`config.mk`:
```
export PLATFORM = sky130hd
export DESIGN_NAME = frg_flash_region_guard
export DESIGN_NICKNAME = d
export VERILOG_FILES = /design/src/rtl/frg_pkg.sv /design/src/rtl/frg_flash_region_guard.sv
export SDC_FILE = /design/constraint.sdc
export NUM_CORES = 2
export LEC_CHECK = 0
export ABC_CLOCK_PERIOD_IN_PS = 31800
export BUFFER_PORTS_ARGS = -buffer_cell sky130_fd_sc_hd__buf_2
export CAP_MARGIN = 30
export CORE_MARGIN = 8
export CORE_UTILIZATION = 65
export CTS_BUF_LIST = sky130_fd_sc_hd__clkbuf_8
export CTS_CLUSTER_DIAMETER = 200
export DETAILED_ROUTE_END_ITERATION = 7
export PLACE_DENSITY = 0.8
export SYNTH_ARGS = -nofsm -noshare
export SYNTH_HDL_FRONTEND = slang
export SYNTH_SLANG_ARGS = --single-unit
```
`constraint.sdc`:
```
create_clock -name core_clk -period 31.8 [get_ports core_clk]
set_input_delay 3.18 -clock core_clk [delete_from_list [all_inputs] [get_ports core_clk]]
set_output_delay 3.18 -clock core_clk [all_outputs]
set_load 0.1 [all_outputs]
```
`src/rtl/frg_pkg.sv`:
```
// package: register map, field layout and timing constants of the flash region guard
package frg_pkg;
  localparam int unsigned NUM_REGIONS  = 8;
  localparam int unsigned ADDR_W       = 12;
  localparam int unsigned FADDR_W      = 32;
  localparam int unsigned DATA_W       = 32;
  // region block: base + index * stride
  localparam logic [11:0] REGION_BASE  = 12'h800;
  localparam logic [11:0] REGION_STRIDE = 12'h010;
  localparam logic [3:0]  OFS_START    = 4'h0;
  localparam logic [3:0]  OFS_SIZE     = 4'h4;
  localparam logic [3:0]  OFS_REGION_PERMISSION     = 4'h8;
  // interrupt registers
  localparam logic [11:0] IRQ_STATUS_OFS = 12'h100;
  localparam logic [11:0] IRQ_MASK_OFS   = 12'h104;
  localparam logic [11:0] VIOL_ADDR_OFS  = 12'h108;
  localparam int unsigned IRQ_CORE_BIT   = 0;
  localparam int unsigned IRQ_DBG_BIT    = 1;
  localparam int unsigned IRQ_W          = 2;
  // permission field positions
  localparam int unsigned REGION_PERMISSION_WRITE_BIT = 1;
  localparam int unsigned REGION_PERMISSION_READ_BIT  = 2;
  // flash geometry
  localparam logic [31:0] FLASH_BASE     = 32'h0000_0000;
  localparam logic [31:0] FLASH_BYTES    = 32'h0004_0000;
  localparam logic [31:0] PAGE_MASK      = 32'h0000_0FFF;
  // protection becomes active this many cycles after configuration completes
  localparam int unsigned ARM_DELAY      = 2;
  localparam logic [31:0] RESET_WORD     = 32'h0000_0000;
  // access kinds presented with each flash request
  typedef enum logic [1:0] {
    FRG_FETCH,
    FRG_READ,
    FRG_WRITE,
    FRG_ERASE
  } frg_kind_t;
endpackage

```
`src/rtl/frg_flash_region_guard.sv`:
```
// flash region guard: one-shot region configuration and access checking for core and debugger
//
// What this block does
// - read 0 write 0: region allows every access kind.
// - read 0 write 1: fetch and read allowed, write and erase refused.
// - read 1 write 0: write and erase allowed, fetch and read refused.
// - read 1 write 1: everything refused until next reset.
// - violating core access is blocked and raises a bus error.
// - region enforced two cycles after start, size and permission all written.
// - enforce only with page-aligned start, nonzero size and nonzero permission.
// - each configuration register takes one write (zero size or permission writes do not count); later writes ignored.
// - configuration clears only on device reset.
// - debugger read of read-protected region completes, returns zero.
// - debugger write to write-protected region is silently dropped.
`timescale 1ns/1ps
`default_nettype none
module frg_flash_region_guard (
  input  wire logic                       core_clk,      // cpu clock, 40 MHz
  input  wire logic                       rst,           // asynchronous device reset
  input  wire logic [11:0]                reg_addr,      // register byte offset
  input  wire logic [31:0]                reg_wdata,     // register write data
  input  wire logic                       reg_wr,        // register write strobe
  input  wire logic                       reg_rd,        // register read strobe
  output logic      [31:0]                reg_rdata,     // read data, cycle after strobe
  input  wire logic                       core_req,      // core flash request
  input  wire logic [31:0]                core_addr,     // core request address
  input  wire frg_pkg::frg_kind_t         core_kind,     // core request kind
  input  wire logic                       dbg_req,       // debugger flash request
  input  wire logic [31:0]                dbg_addr,      // debugger request address
  input  wire frg_pkg::frg_kind_t         dbg_kind,      // debugger request kind
  input  wire logic [31:0]                flash_rdata,   // data from flash for debugger
  output logic                            flash_req,     // request passed to flash
  output logic [31:0]                     flash_addr,    // address passed to flash
  output frg_pkg::frg_kind_t              flash_kind,    // kind passed to flash
  output logic                            flash_is_dbg,  // passed request came from debugger
  output logic                            core_bus_err,  // bus error pulse to core
  output logic                            dbg_done,      // debugger access answered
  output logic [31:0]                     dbg_rdata,     // debugger read data
  output logic                            irq            // level interrupt
);

  localparam int unsigned N = frg_pkg::NUM_REGIONS;

  // per-region configuration and written flags
  logic [31:0] start_q [N];
  logic [31:0] start_d [N];
  logic [31:0] size_q  [N];
  logic [31:0] size_d  [N];
  logic [2:0]  region_permission_q  [N];
  logic [2:0]  region_permission_d  [N];
  logic [2:0]  wrote_q [N];
  logic [2:0]  wrote_d [N];
  logic [1:0]  arm_q   [N];
  logic [1:0]  arm_d   [N];
  logic [N-1:0] active;
  logic [N-1:0] core_hit;
  logic [N-1:0] dbg_hit;

  // region decode of the register strobe
  logic        in_block;
  logic [2:0]  sel_idx;
  logic [3:0]  sel_ofs;
  assign in_block = (reg_addr >= frg_pkg::REGION_BASE)
                 && (reg_addr < 12'(frg_pkg::REGION_BASE + 12'(N) * frg_pkg::REGION_STRIDE));
  assign sel_idx  = reg_addr[6:4];
  assign sel_ofs  = reg_addr[3:0];

  // checks a request against one region's permission scheme
  function automatic logic refused(input logic [2:0] p, input frg_pkg::frg_kind_t k);
    logic rbit;
    logic wbit;
    rbit = p[frg_pkg::REGION_PERMISSION_READ_BIT];
    wbit = p[frg_pkg::REGION_PERMISSION_WRITE_BIT];
    case ({rbit, wbit})
      2'b00:   refused = 1'b0;
      2'b01:   refused = (k == frg_pkg::FRG_WRITE) || (k == frg_pkg::FRG_ERASE);
      2'b10:   refused = (k == frg_pkg::FRG_FETCH) || (k == frg_pkg::FRG_READ);
      default: refused = 1'b1;
    endcase
  endfunction

  genvar g;
  generate
    for (g = 0; g < N; g++) begin : g_region
      logic wr_here;
      assign wr_here = reg_wr && in_block && (sel_idx == 3'(g));

      // one-shot capture of each configuration word
      always_comb begin
        start_d[g] = start_q[g];
        size_d[g]  = size_q[g];
        region_permission_d[g]  = region_permission_q[g];
        wrote_d[g] = wrote_q[g];
        if (wr_here && sel_ofs == frg_pkg::OFS_START && !wrote_q[g][0]) begin
          start_d[g]    = reg_wdata;
          wrote_d[g][0] = 1'b1;
        end
        // a zero size or permission write has no effect and keeps the slot open
        if (wr_here && sel_ofs == frg_pkg::OFS_SIZE && !wrote_q[g][1] && reg_wdata != 32'h0) begin
          size_d[g]     = reg_wdata;
          wrote_d[g][1] = 1'b1;
        end
        if (wr_here && sel_ofs == frg_pkg::OFS_REGION_PERMISSION && !wrote_q[g][2]
            && reg_wdata[2:1] != 2'h0) begin
          region_permission_d[g]     = {reg_wdata[2:1], 1'b0};
          wrote_d[g][2] = 1'b1;
        end
      end

      // arming delay: counts up once all three words are in
      always_comb begin
        arm_d[g] = arm_q[g];
        if (wrote_q[g] == 3'h7 && arm_q[g] != 2'(frg_pkg::ARM_DELAY)) begin
          arm_d[g] = arm_q[g] + 2'h1;
        end
      end

      // only the device reset clears configuration
      always_ff @(posedge core_clk or posedge rst) begin
        if (rst) begin
          start_q[g] <= frg_pkg::RESET_WORD;
          size_q[g]  <= frg_pkg::RESET_WORD;
          region_permission_q[g]  <= 3'h0;
          wrote_q[g] <= 3'h0;
          arm_q[g]   <= 2'h0;
        end else begin
          start_q[g] <= start_d[g];
          size_q[g]  <= size_d[g];
          region_permission_q[g]  <= region_permission_d[g];
          wrote_q[g] <= wrote_d[g];
          arm_q[g]   <= arm_d[g];
        end
      end

      // live only when armed, page aligned and nonzero
      assign active[g] = (arm_q[g] == 2'(frg_pkg::ARM_DELAY))
                      && ((start_q[g] & frg_pkg::PAGE_MASK) == 32'h0)
                      && (size_q[g] != 32'h0) && (region_permission_q[g] != 3'h0);
      // half-open window; 33-bit sum avoids wrap at the top of the map
      assign core_hit[g] = active[g] && refused(region_permission_q[g], core_kind)
                        && (core_addr >= start_q[g])
                        && ({1'b0, core_addr} < ({1'b0, start_q[g]} + {1'b0, size_q[g]}));
      assign dbg_hit[g]  = active[g] && refused(region_permission_q[g], dbg_kind)
                        && (dbg_addr >= start_q[g])
                        && ({1'b0, dbg_addr} < ({1'b0, start_q[g]} + {1'b0, size_q[g]}));
    end
  endgenerate

  logic core_viol;
  logic dbg_viol;
  assign core_viol = core_req && (|core_hit);
  assign dbg_viol  = !core_req && dbg_req && (|dbg_hit);

  // request path: core has priority; violators never reach flash
  logic               flash_req_d;
  logic [31:0]        flash_addr_d;
  frg_pkg::frg_kind_t flash_kind_d;
  logic               flash_is_dbg_d;
  logic               core_bus_err_d;
  logic               dbg_done_d;
  logic               dbg_zero_q;
  logic               dbg_pend_q;
  always_comb begin
    flash_req_d    = 1'b0;
    flash_addr_d   = 32'h0;
    flash_kind_d   = frg_pkg::FRG_FETCH;
    flash_is_dbg_d = 1'b0;
    core_bus_err_d = core_viol;
    dbg_done_d     = 1'b0;
    if (core_req && !core_viol) begin
      flash_req_d  = 1'b1;
      flash_addr_d = core_addr;
      flash_kind_d = core_kind;
    end else if (!core_req && dbg_req) begin
      if (dbg_viol) begin
        // refused debug accesses finish quietly: reads as zero, writes dropped
        dbg_done_d = 1'b1;
      end else begin
        flash_req_d    = 1'b1;
        flash_addr_d   = dbg_addr;
        flash_kind_d   = dbg_kind;
        flash_is_dbg_d = 1'b1;
      end
    end
  end

  // debug answer: passed and refused accesses both answer two edges after the request,
  // so back-to-back debug requests never collapse into one shared answer pulse
  logic [31:0] dbg_rdata_d;
  logic        dbg_done_out_d;
  always_comb begin
    dbg_done_out_d = dbg_zero_q || dbg_pend_q;
    dbg_rdata_d    = 32'h0;
    if (dbg_pend_q) begin
      dbg_rdata_d = flash_rdata;
    end
  end

  // interrupt status: set wins over a write-one clear in the same cycle
  logic [frg_pkg::IRQ_W-1:0] irq_stat_q;
  logic [frg_pkg::IRQ_W-1:0] irq_stat_d;
  logic [frg_pkg::IRQ_W-1:0] irq_mask_q;
  logic [frg_pkg::IRQ_W-1:0] irq_mask_d;
  logic [31:0]               viol_addr_q;
  logic [31:0]               viol_addr_d;
  always_comb begin
    irq_stat_d  = irq_stat_q;
    irq_mask_d  = irq_mask_q;
    viol_addr_d = viol_addr_q;
    if (reg_wr && reg_addr == frg_pkg::IRQ_STATUS_OFS) begin
      irq_stat_d = irq_stat_q & ~reg_wdata[frg_pkg::IRQ_W-1:0];
    end
    if (reg_wr && reg_addr == frg_pkg::IRQ_MASK_OFS) begin
      irq_mask_d = reg_wdata[frg_pkg::IRQ_W-1:0];
    end
    if (core_viol) begin
      irq_stat_d[frg_pkg::IRQ_CORE_BIT] = 1'b1;
      viol_addr_d = core_addr;
    end
    if (dbg_viol) begin
      irq_stat_d[frg_pkg::IRQ_DBG_BIT] = 1'b1;
      viol_addr_d = dbg_addr;
    end
  end

  // register read mux; unmapped and reserved words read zero
  logic [31:0] rdata_d;
  always_comb begin
    rdata_d = 32'h0;
    if (reg_rd) begin
      if (in_block) begin
        case (sel_ofs)
          frg_pkg::OFS_START: rdata_d = start_q[sel_idx];
          frg_pkg::OFS_SIZE:  rdata_d = size_q[sel_idx];
          frg_pkg::OFS_REGION_PERMISSION:  rdata_d = {29'h0, region_permission_q[sel_idx]};
          default:            rdata_d = 32'h0;
        endcase
      end else if (reg_addr == frg_pkg::IRQ_STATUS_OFS) begin
        rdata_d = {30'h0, irq_stat_q};
      end else if (reg_addr == frg_pkg::IRQ_MASK_OFS) begin
        rdata_d = {30'h0, irq_mask_q};
      end else if (reg_addr == frg_pkg::VIOL_ADDR_OFS) begin
        rdata_d = viol_addr_q;
      end
    end
  end

  // all outputs registered
  always_ff @(posedge core_clk or posedge rst) begin
    if (rst) begin
      flash_req    <= 1'b0;
      flash_addr   <= 32'h0;
      flash_kind   <= frg_pkg::FRG_FETCH;
      flash_is_dbg <= 1'b0;
      core_bus_err <= 1'b0;
      dbg_done     <= 1'b0;
      dbg_rdata    <= 32'h0;
      dbg_pend_q   <= 1'b0;
      dbg_zero_q   <= 1'b0;
      irq_stat_q   <= 2'h0;
      irq_mask_q   <= 2'h0;
      viol_addr_q  <= 32'h0;
      reg_rdata    <= 32'h0;
      irq          <= 1'b0;
    end else begin
      flash_req    <= flash_req_d;
      flash_addr   <= flash_addr_d;
      flash_kind   <= flash_kind_d;
      flash_is_dbg <= flash_is_dbg_d;
      core_bus_err <= core_bus_err_d;
      dbg_done     <= dbg_done_out_d;
      dbg_rdata    <= dbg_rdata_d;
      dbg_pend_q   <= flash_req_d && flash_is_dbg_d;
      dbg_zero_q   <= dbg_done_d;
      irq_stat_q   <= irq_stat_d;
      irq_mask_q   <= irq_mask_d;
      viol_addr_q  <= viol_addr_d;
      reg_rdata    <= rdata_d;
      irq          <= |(irq_stat_d & irq_mask_d);
    end
  end

  // checks
  chk_core_blocked: assert property (@(posedge core_clk) disable iff (rst)
    core_viol |=> core_bus_err && !flash_req)
    else $error("violating core access reached flash");
  chk_core_passes: assert property (@(posedge core_clk) disable iff (rst)
    (core_req && !core_viol) |=> flash_req && !core_bus_err && flash_addr == $past(core_addr))
    else $error("legal core access not passed");
  chk_dbg_raz: assert property (@(posedge core_clk) disable iff (rst)
    dbg_viol |=> !flash_req ##1 (dbg_done && dbg_rdata == 32'h0))
    else $error("refused debug read not zero");
  chk_dbg_wi: assert property (@(posedge core_clk) disable iff (rst)
    (dbg_viol && (dbg_kind == frg_pkg::FRG_WRITE)) |=> !flash_req && !core_bus_err)
    else $error("refused debug write reached flash");
  chk_arm_delay: assert property (@(posedge core_clk) disable iff (rst)
    ($rose(wrote_q[0] == 3'h7)) |-> !active[0] ##1 !active[0])
    else $error("region armed early");
  chk_one_shot: assert property (@(posedge core_clk) disable iff (rst)
    wrote_q[0][0] |=> $stable(start_q[0]))
    else $error("start written twice");
  chk_lock_all: assert property (@(posedge core_clk) disable iff (rst)
    (core_req && active[2] && region_permission_q[2][2:1] == 2'h3 && core_addr >= start_q[2]
     && core_addr < start_q[2] + size_q[2]) |=> core_bus_err)
    else $error("locked region accessed");
  chk_alignment: assert property (@(posedge core_clk) disable iff (rst)
    ((start_q[4] & frg_pkg::PAGE_MASK) != 32'h0) |-> !active[4])
    else $error("misaligned region active");
  chk_end_excl: assert property (@(posedge core_clk) disable iff (rst)
    (core_addr == start_q[0] + size_q[0]) |-> !core_hit[0])
    else $error("end address treated as inside");
  chk_arm_on_time: assert property (@(posedge core_clk) disable iff (rst)
    ($rose(wrote_q[0] == 3'h7)) |-> ##2 (arm_q[0] == 2'(frg_pkg::ARM_DELAY)))
    else $error("region not armed on time");
  chk_size_once: assert property (@(posedge core_clk) disable iff (rst)
    wrote_q[0][1] |=> $stable(size_q[0]))
    else $error("size written twice");
  chk_region_permission_once: assert property (@(posedge core_clk) disable iff (rst)
    wrote_q[0][2] |=> $stable(region_permission_q[0]))
    else $error("permission written twice");
  // the refusal checks watch the regions that the bench sets up with those schemes
  chk_write_refused: assert property (@(posedge core_clk) disable iff (rst)
    (core_req && active[1] && region_permission_q[1][2:1] == 2'h1
     && (core_kind == frg_pkg::FRG_WRITE || core_kind == frg_pkg::FRG_ERASE)
     && core_addr >= start_q[1] && core_addr < start_q[1] + size_q[1]) |=> core_bus_err)
    else $error("write to write-protected region passed");
  chk_read_refused: assert property (@(posedge core_clk) disable iff (rst)
    (core_req && active[0] && region_permission_q[0][2:1] == 2'h2
     && (core_kind == frg_pkg::FRG_FETCH || core_kind == frg_pkg::FRG_READ)
     && core_addr >= start_q[0] && core_addr < start_q[0] + size_q[0]) |=> core_bus_err)
    else $error("read of read-protected region passed");
  cov_core_err: cover property (@(posedge core_clk) disable iff (rst) core_bus_err);
  cov_dbg_raz: cover property (@(posedge core_clk) disable iff (rst) dbg_viol);
  cov_armed: cover property (@(posedge core_clk) disable iff (rst) active[0]);
  cov_irq: cover property (@(posedge core_clk) disable iff (rst) irq);
  cov_dbg_pass: cover property (@(posedge core_clk) disable iff (rst) dbg_pend_q);

endmodule
`default_nettype wire

```
* Word-level counts from Yosys, hierarchy flattened
Cells that the tools add are included.
Word-level totals: input bits 150, register bits 709
Operators by class: mux-type cells 51, bitwise operators 4, $add $sub $neg 16, $lt $le $gt $ge 35, reductions and logical operators 234, eq/ne operators 58
Operators with widths (count):
- less-than comparator 32 x 33 -> 1 bit | 16
- >= comparator 32 bit | 16
- two-way mux 32 bit | 15
- nonzero test 32 bit | 9
- adder 32 x 32 -> 33 bit | 8
- zero test 32 bit | 8
- binary-select mux 32 bit (select 3 bit) | 2
- logical AND 1 bit | 161
- one-hot mux 32 bit (3 select lines) | 1
- one-hot mux 1 bit (3 select lines) | 16
- equality test 2 bit, second input constant | 20
- equality test 12 x 9 -> 1 bit, second input constant | 3
- equality test 3 bit, second input constant | 12
- zero test 1 bit | 26
- nonzero test 3 bit | 8
- equality test 2 x 1 -> 1 bit, second input constant | 10
- zero test 2 bit | 10
- adder 2 x 1 -> 2 bit, second input constant | 8
- != test 2 bit, second input constant | 8
- OR reduction 8 bit | 2
- >= comparator 12 bit, second input constant | 1
- less-than comparator 12 bit, second input constant | 1
- two-way mux 2 bit | 5
- binary-select mux 3 bit (select 3 bit) | 1
- other kinds (15) | 31

* Depth between registers and ports, before layout
word-level depth 13, gate-level depth with buffers 30, mapped depth without buffers 29

* Worst setup path before layout
No wires, ideal clock.
path kind in2reg, start input port core_addr[0], end register viol_addr_q[10], arrival 6.836 ns, required time 31.675 ns, stages 17, buffers on the path 1, path slack 24.839 ns, library setup time 0.125 ns, cell sequence inv_1 > ha_1 > nand2b_1 > a2111oi_0 > o211ai_1 > a311oi_1 > o21ai_0 > a221oi_1 > nor3_1 > nor2b_1 > a41o_1 > or4_4 > nor4_4 > a21boi_4 > buf_6 > mux2_4 > mux2_2
On the way: longest elaborated chain between the ends 6, elaborated cells between the ends (all ways) 35, those cells by class order compare: 16; reduce/logical: 19
Ends and longest elaborated chain:
- from (decl) | RTL line frg_flash_region_guard.sv:26 | input wire logic [31:0] core_addr,
- >= comparator 32 bit | RTL line frg_flash_region_guard.sv:141 | && (core_addr >= start_q[g])
- logical AND 1 bit | RTL line frg_flash_region_guard.sv:141
- logical AND 1 bit | RTL line frg_flash_region_guard.sv:142 | && ({1'b0, core_addr} < ({1'b0, start_q[g]} + {1'b0, size_q[g]}));
- OR reduction 8 bit (*) | RTL line frg_flash_region_guard.sv:151 | assign core_viol = core_req && (|core_hit);
- logical AND 1 bit (*) | RTL line frg_flash_region_guard.sv:151
- nonzero test 2 bit (no line) (*)
- to (signal assigned) | RTL line frg_flash_region_guard.sv:277 | viol_addr_q <= viol_addr_d;
- to (decl) | RTL line frg_flash_region_guard.sv:204 | logic [31:0] viol_addr_q;
Mark *: on every way between the ends. The rest lies on a longest branch, timed or not. A chain may end at the register's enable or synchronous reset.

* Worst setup path in the final report
start input port core_addr[0], end register viol_addr_q[2]
The elaborated chain is that of the path after synthesis.

==> results.json <==
{
  "multi_input_area_um2": 45900,
  "setup_slack_ns": 23.23,
  "cp_num_buf_inv": 3,
  "drt-vias-per-instance": 7.18,
  "cts_made_buffers": 134,
  "reg2reg_slack_ns": 23.61,
  "finalHoldViolCount": 0,
  "worstReg2RegStart": "start_q[160]",
  "wl_per_cell_um": 30.2,
  "cts_resized": 0,
  "cp.required_ns": 32.51,
  "clock_latency_ns": 0.86,
  "ctsHoldBuffers": 0,
  "antenna_found_initial": 10,
  "p_sw_frac": 0.323,
  "yosysUniqueCellTypes": 88,
  "setup.worst_path.class": "input pin to register",
  "via_count": 60739,
  "clockBufferDepth": 3,
  "synth_edf_count": 0,
  "holdPathStages": 1,
  "grt_start_max_net_pins": 131,
  "seq_power_share": 0.384,
  "setup_tns_ns": 0,
  "synth_top_area_share": 0.269,
  "hp-start": "dbg_zero_q",
  "finalSetupViolCount": 0,
  "ys_warn_count": 0,
  "final-max-slew-violation-count": 0,
  "clkSinkCount": 708,
  "cts_tree": "done",
  "crit_slowest_cell": "a211oi_1",
  "pin_count": 253,
  "grt_pass1_wl_mm": 374,
  "ys_top_cells_by_area": "dfrtp_1 (27%), ha_1 (24%), mux2_2 (5.4%)",
  "track_usage": 0.444,
  "synth_nets": 8227,
  "r2r_cells": 23,
  "combPwrFrac": 0.198,
  "worstPathCellList": "buf_2 -> inv_1 -> ha_1 -> nor2b_1 -> o21ai_0 -> a211oi_1 -> o211ai_1 -> a221oi_1 -> a2111oi_0 -> nand3_1 -> a2111oi_0 -> a311o_1 -> or4_4 -> nor4_4 -> a21boi_4 -> buf_4 -> mux2_4 -> mux2_2",
  "syn_avg_cell_area_um2": 9.63,
  "drt_iter0_drc": 7786,
  "yosysSeqAreaShare": 0.269,
  "fp.dieW_um": 334,
  "gp_congestion": 1.06,
  "arrival_ns": 9.28,
  "async_flop_share": 1.00,
  "hold_class": "register to register",
  "area_delta_synth_final_pct": 8.69,
  "port_buffers": 252,
  "hold_path_end": "dbg_done",
  "reg2reg_to": "viol_addr_q[30]",
  "yosysMostFrequentCell": "ha_1",
  "cp_common_cell": "a2111oi_0",
  "timing.slew.headroom": 0.213,
  "cts_root_buf": "clkbuf_8",
  "netlist_area_um2": 65800,
  "rsz0062_at_grt": "false",
  "cp-end-kind": "register",
  "critPathTopFamily": "compound AO/OA/AOI/OAI gates",
  "firstDrtPassIters": 7,
  "fin_nets": 8455,
  "cp_max_fo": 34,
  "num_rows": 116,
  "tightest_slew_ns": 1.17,
  "cp-start-kind": "input pin",
  "post_cts.repair.setup_buffers": 0,
  "timing.final.crit_share": 0.270,
  "crit_path_max_incr_delay_ns": 0.76,
  "die_h_um": 334,
  "intPower_mw": 1.62,
  "synth-seq-cells": 708,
  "synth_top_flop_cell": "dfrtp_1",
  "n_fill_cell": 7500,
  "status": "finished clean",
  "ant_nets": 0,
  "period_needed_ns": 8.57,
  "p_leak_nw": 38.0,
  "power.density_nw_per_um2": 33.5,
  "place_ws_ns": 22.82,
  "pwr-share-clk": 0.419,
  "synth_commonest_cells": "ha_1 (1240), dfrtp_1 (708), o21ai_0 (518)",
  "die-area_um2": 112000,
  "synth_top_area_cell": "dfrtp_1",
  "maxCapViolations": 0,
  "path_clk_slew_ns": 0.06,
  "finClkSkew_ns": 0.0611,
  "fmax_mhz": 117,
  "initial_core_util": 0.657,
  "drive_above_1_share": 0.149,
  "seqCellArea_um2": 17700,
  "synth_cells": 6829,
  "hpwl_mm": 198,
  "peakVddDrop_uv": 28.0,
  "power.switching_mw": 0.773,
  "wl_mm": 256,
  "drc": 0,
  "overflow": 0,
  "grt_pass1_vias": 59710,
  "core-area_um2": 100000,
  "htreeDepth": 4
}
==> how the worst max path moves through the flow <==
| stage | slack (ns) | from | cells past startpoint | to |
|---|---|---|---|---|
| 3_5_place_dp | 22.82 | core_addr[0] | 18 | viol_addr_q[30] |
| 4_1_cts | 23.65 | core_addr[0] | 18 | viol_addr_q[30] |
| 5_1_grt | 23.24 | core_addr[0] | 18 | viol_addr_q[28] |
| 3_3_place_gp | 22.87 | core_addr[0] | 16 | flash_addr[11] |
| 6_report | 23.23 | core_addr[0] | 18 | viol_addr_q[2] |
| 2_1_floorplan | 8.76 | rst | 1 | arm_q[0] |
==> cell families (layout without fill, tap and decap cells) <==
kind of cell / count (synthesis) / count (layout) / synth area share
xor gates and xnor gates: 238 / 238 / 0.0317
buffers and inverters: 591 / 918 / 0.0342
adders and majority gates: 1269 / 1269 / 0.242
DFF: 708 / 708 / 0.269
AOI/OAI and AO/OA: 1957 / 1957 / 0.190
muxes: 536 / 536 / 0.115
other: 0 / 7 / 0
and+or+nand+nor: 1530 / 1530 / 0.119
==> power by group through the flow <==
stage / registers (mW) / logic (mW) / clock network, mW
6_report: 0.920 / 0.473 / 1.00
3_5_place_dp: 0.935 / 0.457 / 0
5_1_grt: 0.920 / 0.508 / 1.04
2_1_floorplan: 0.970 / 0.257 / 0
3_3_place_gp: 0.935 / 0.443 / 0
4_1_cts: 0.919 / 0.459 / 1.00
==> layer usage <==
metal	wire length, µm	track usage	share of wire
met1	95700	0.572	0.37
met4	19400	0.282	0.076
met2	106000	0.657	0.42
met5	0	0	0
met3	34200	0.122	0.13
==> per-stage QoR <==
step | area, µm² | utilization | power [mW] | hold WS (ns) | std cells
global route | 71500 | 0.714 | 2.47 | 0.450 | 8457
CTS | 71400 | 0.713 | 2.38 | 0.437 | 8450
global placement | 68400 | 0.683 | 1.38 | 0.416 | 8211
detailed placement | 68500 | 0.684 | 1.39 | 0.425 | 8215
finish | 71500 | 0.714 | 2.40 | 0.435 | 8461
floorplan | 65800 | - | 1.23 | 0.410 | 6829
==> cell type report <==
cell class | instances | area share
Antenna cell | 7 | 0.000245
Sequential cell | 708 | 0.248
Clock inverter | 58 | 0.00691
Inverter | 353 | 0.0186
Multi-Input combinational cell | 5530 | 0.642
Tap cell | 1298 | 0.0227
Clock buffer | 177 | 0.0341
Timing Repair Buffer | 330 | 0.0275
==> placed cells by master, fill, tap and decap left out, types with 117 or more instances in the layout <==
cell type	count
ha_1	1240
dfrtp_1	708
o21ai_0	518
a21oi_1	485
nand2_1	471
inv_1	381
mux2_2	316
a21o_1	309
buf_2	249
nor2_1	199
clkbuf_8	177
nand4_1	154
mux4_2	132
xnor2_1	122
nand3_1	117
==> state kept, by name, summed over array words and instances, names as in the netlist, 24 cells and up <==
register and cells:
flash_addr 32, start_q 256, dbg_rdata 32, wrote_q 24
reg_rdata 32, viol_addr_q 32, size_q 256
(Power assumes the default switching activity.)
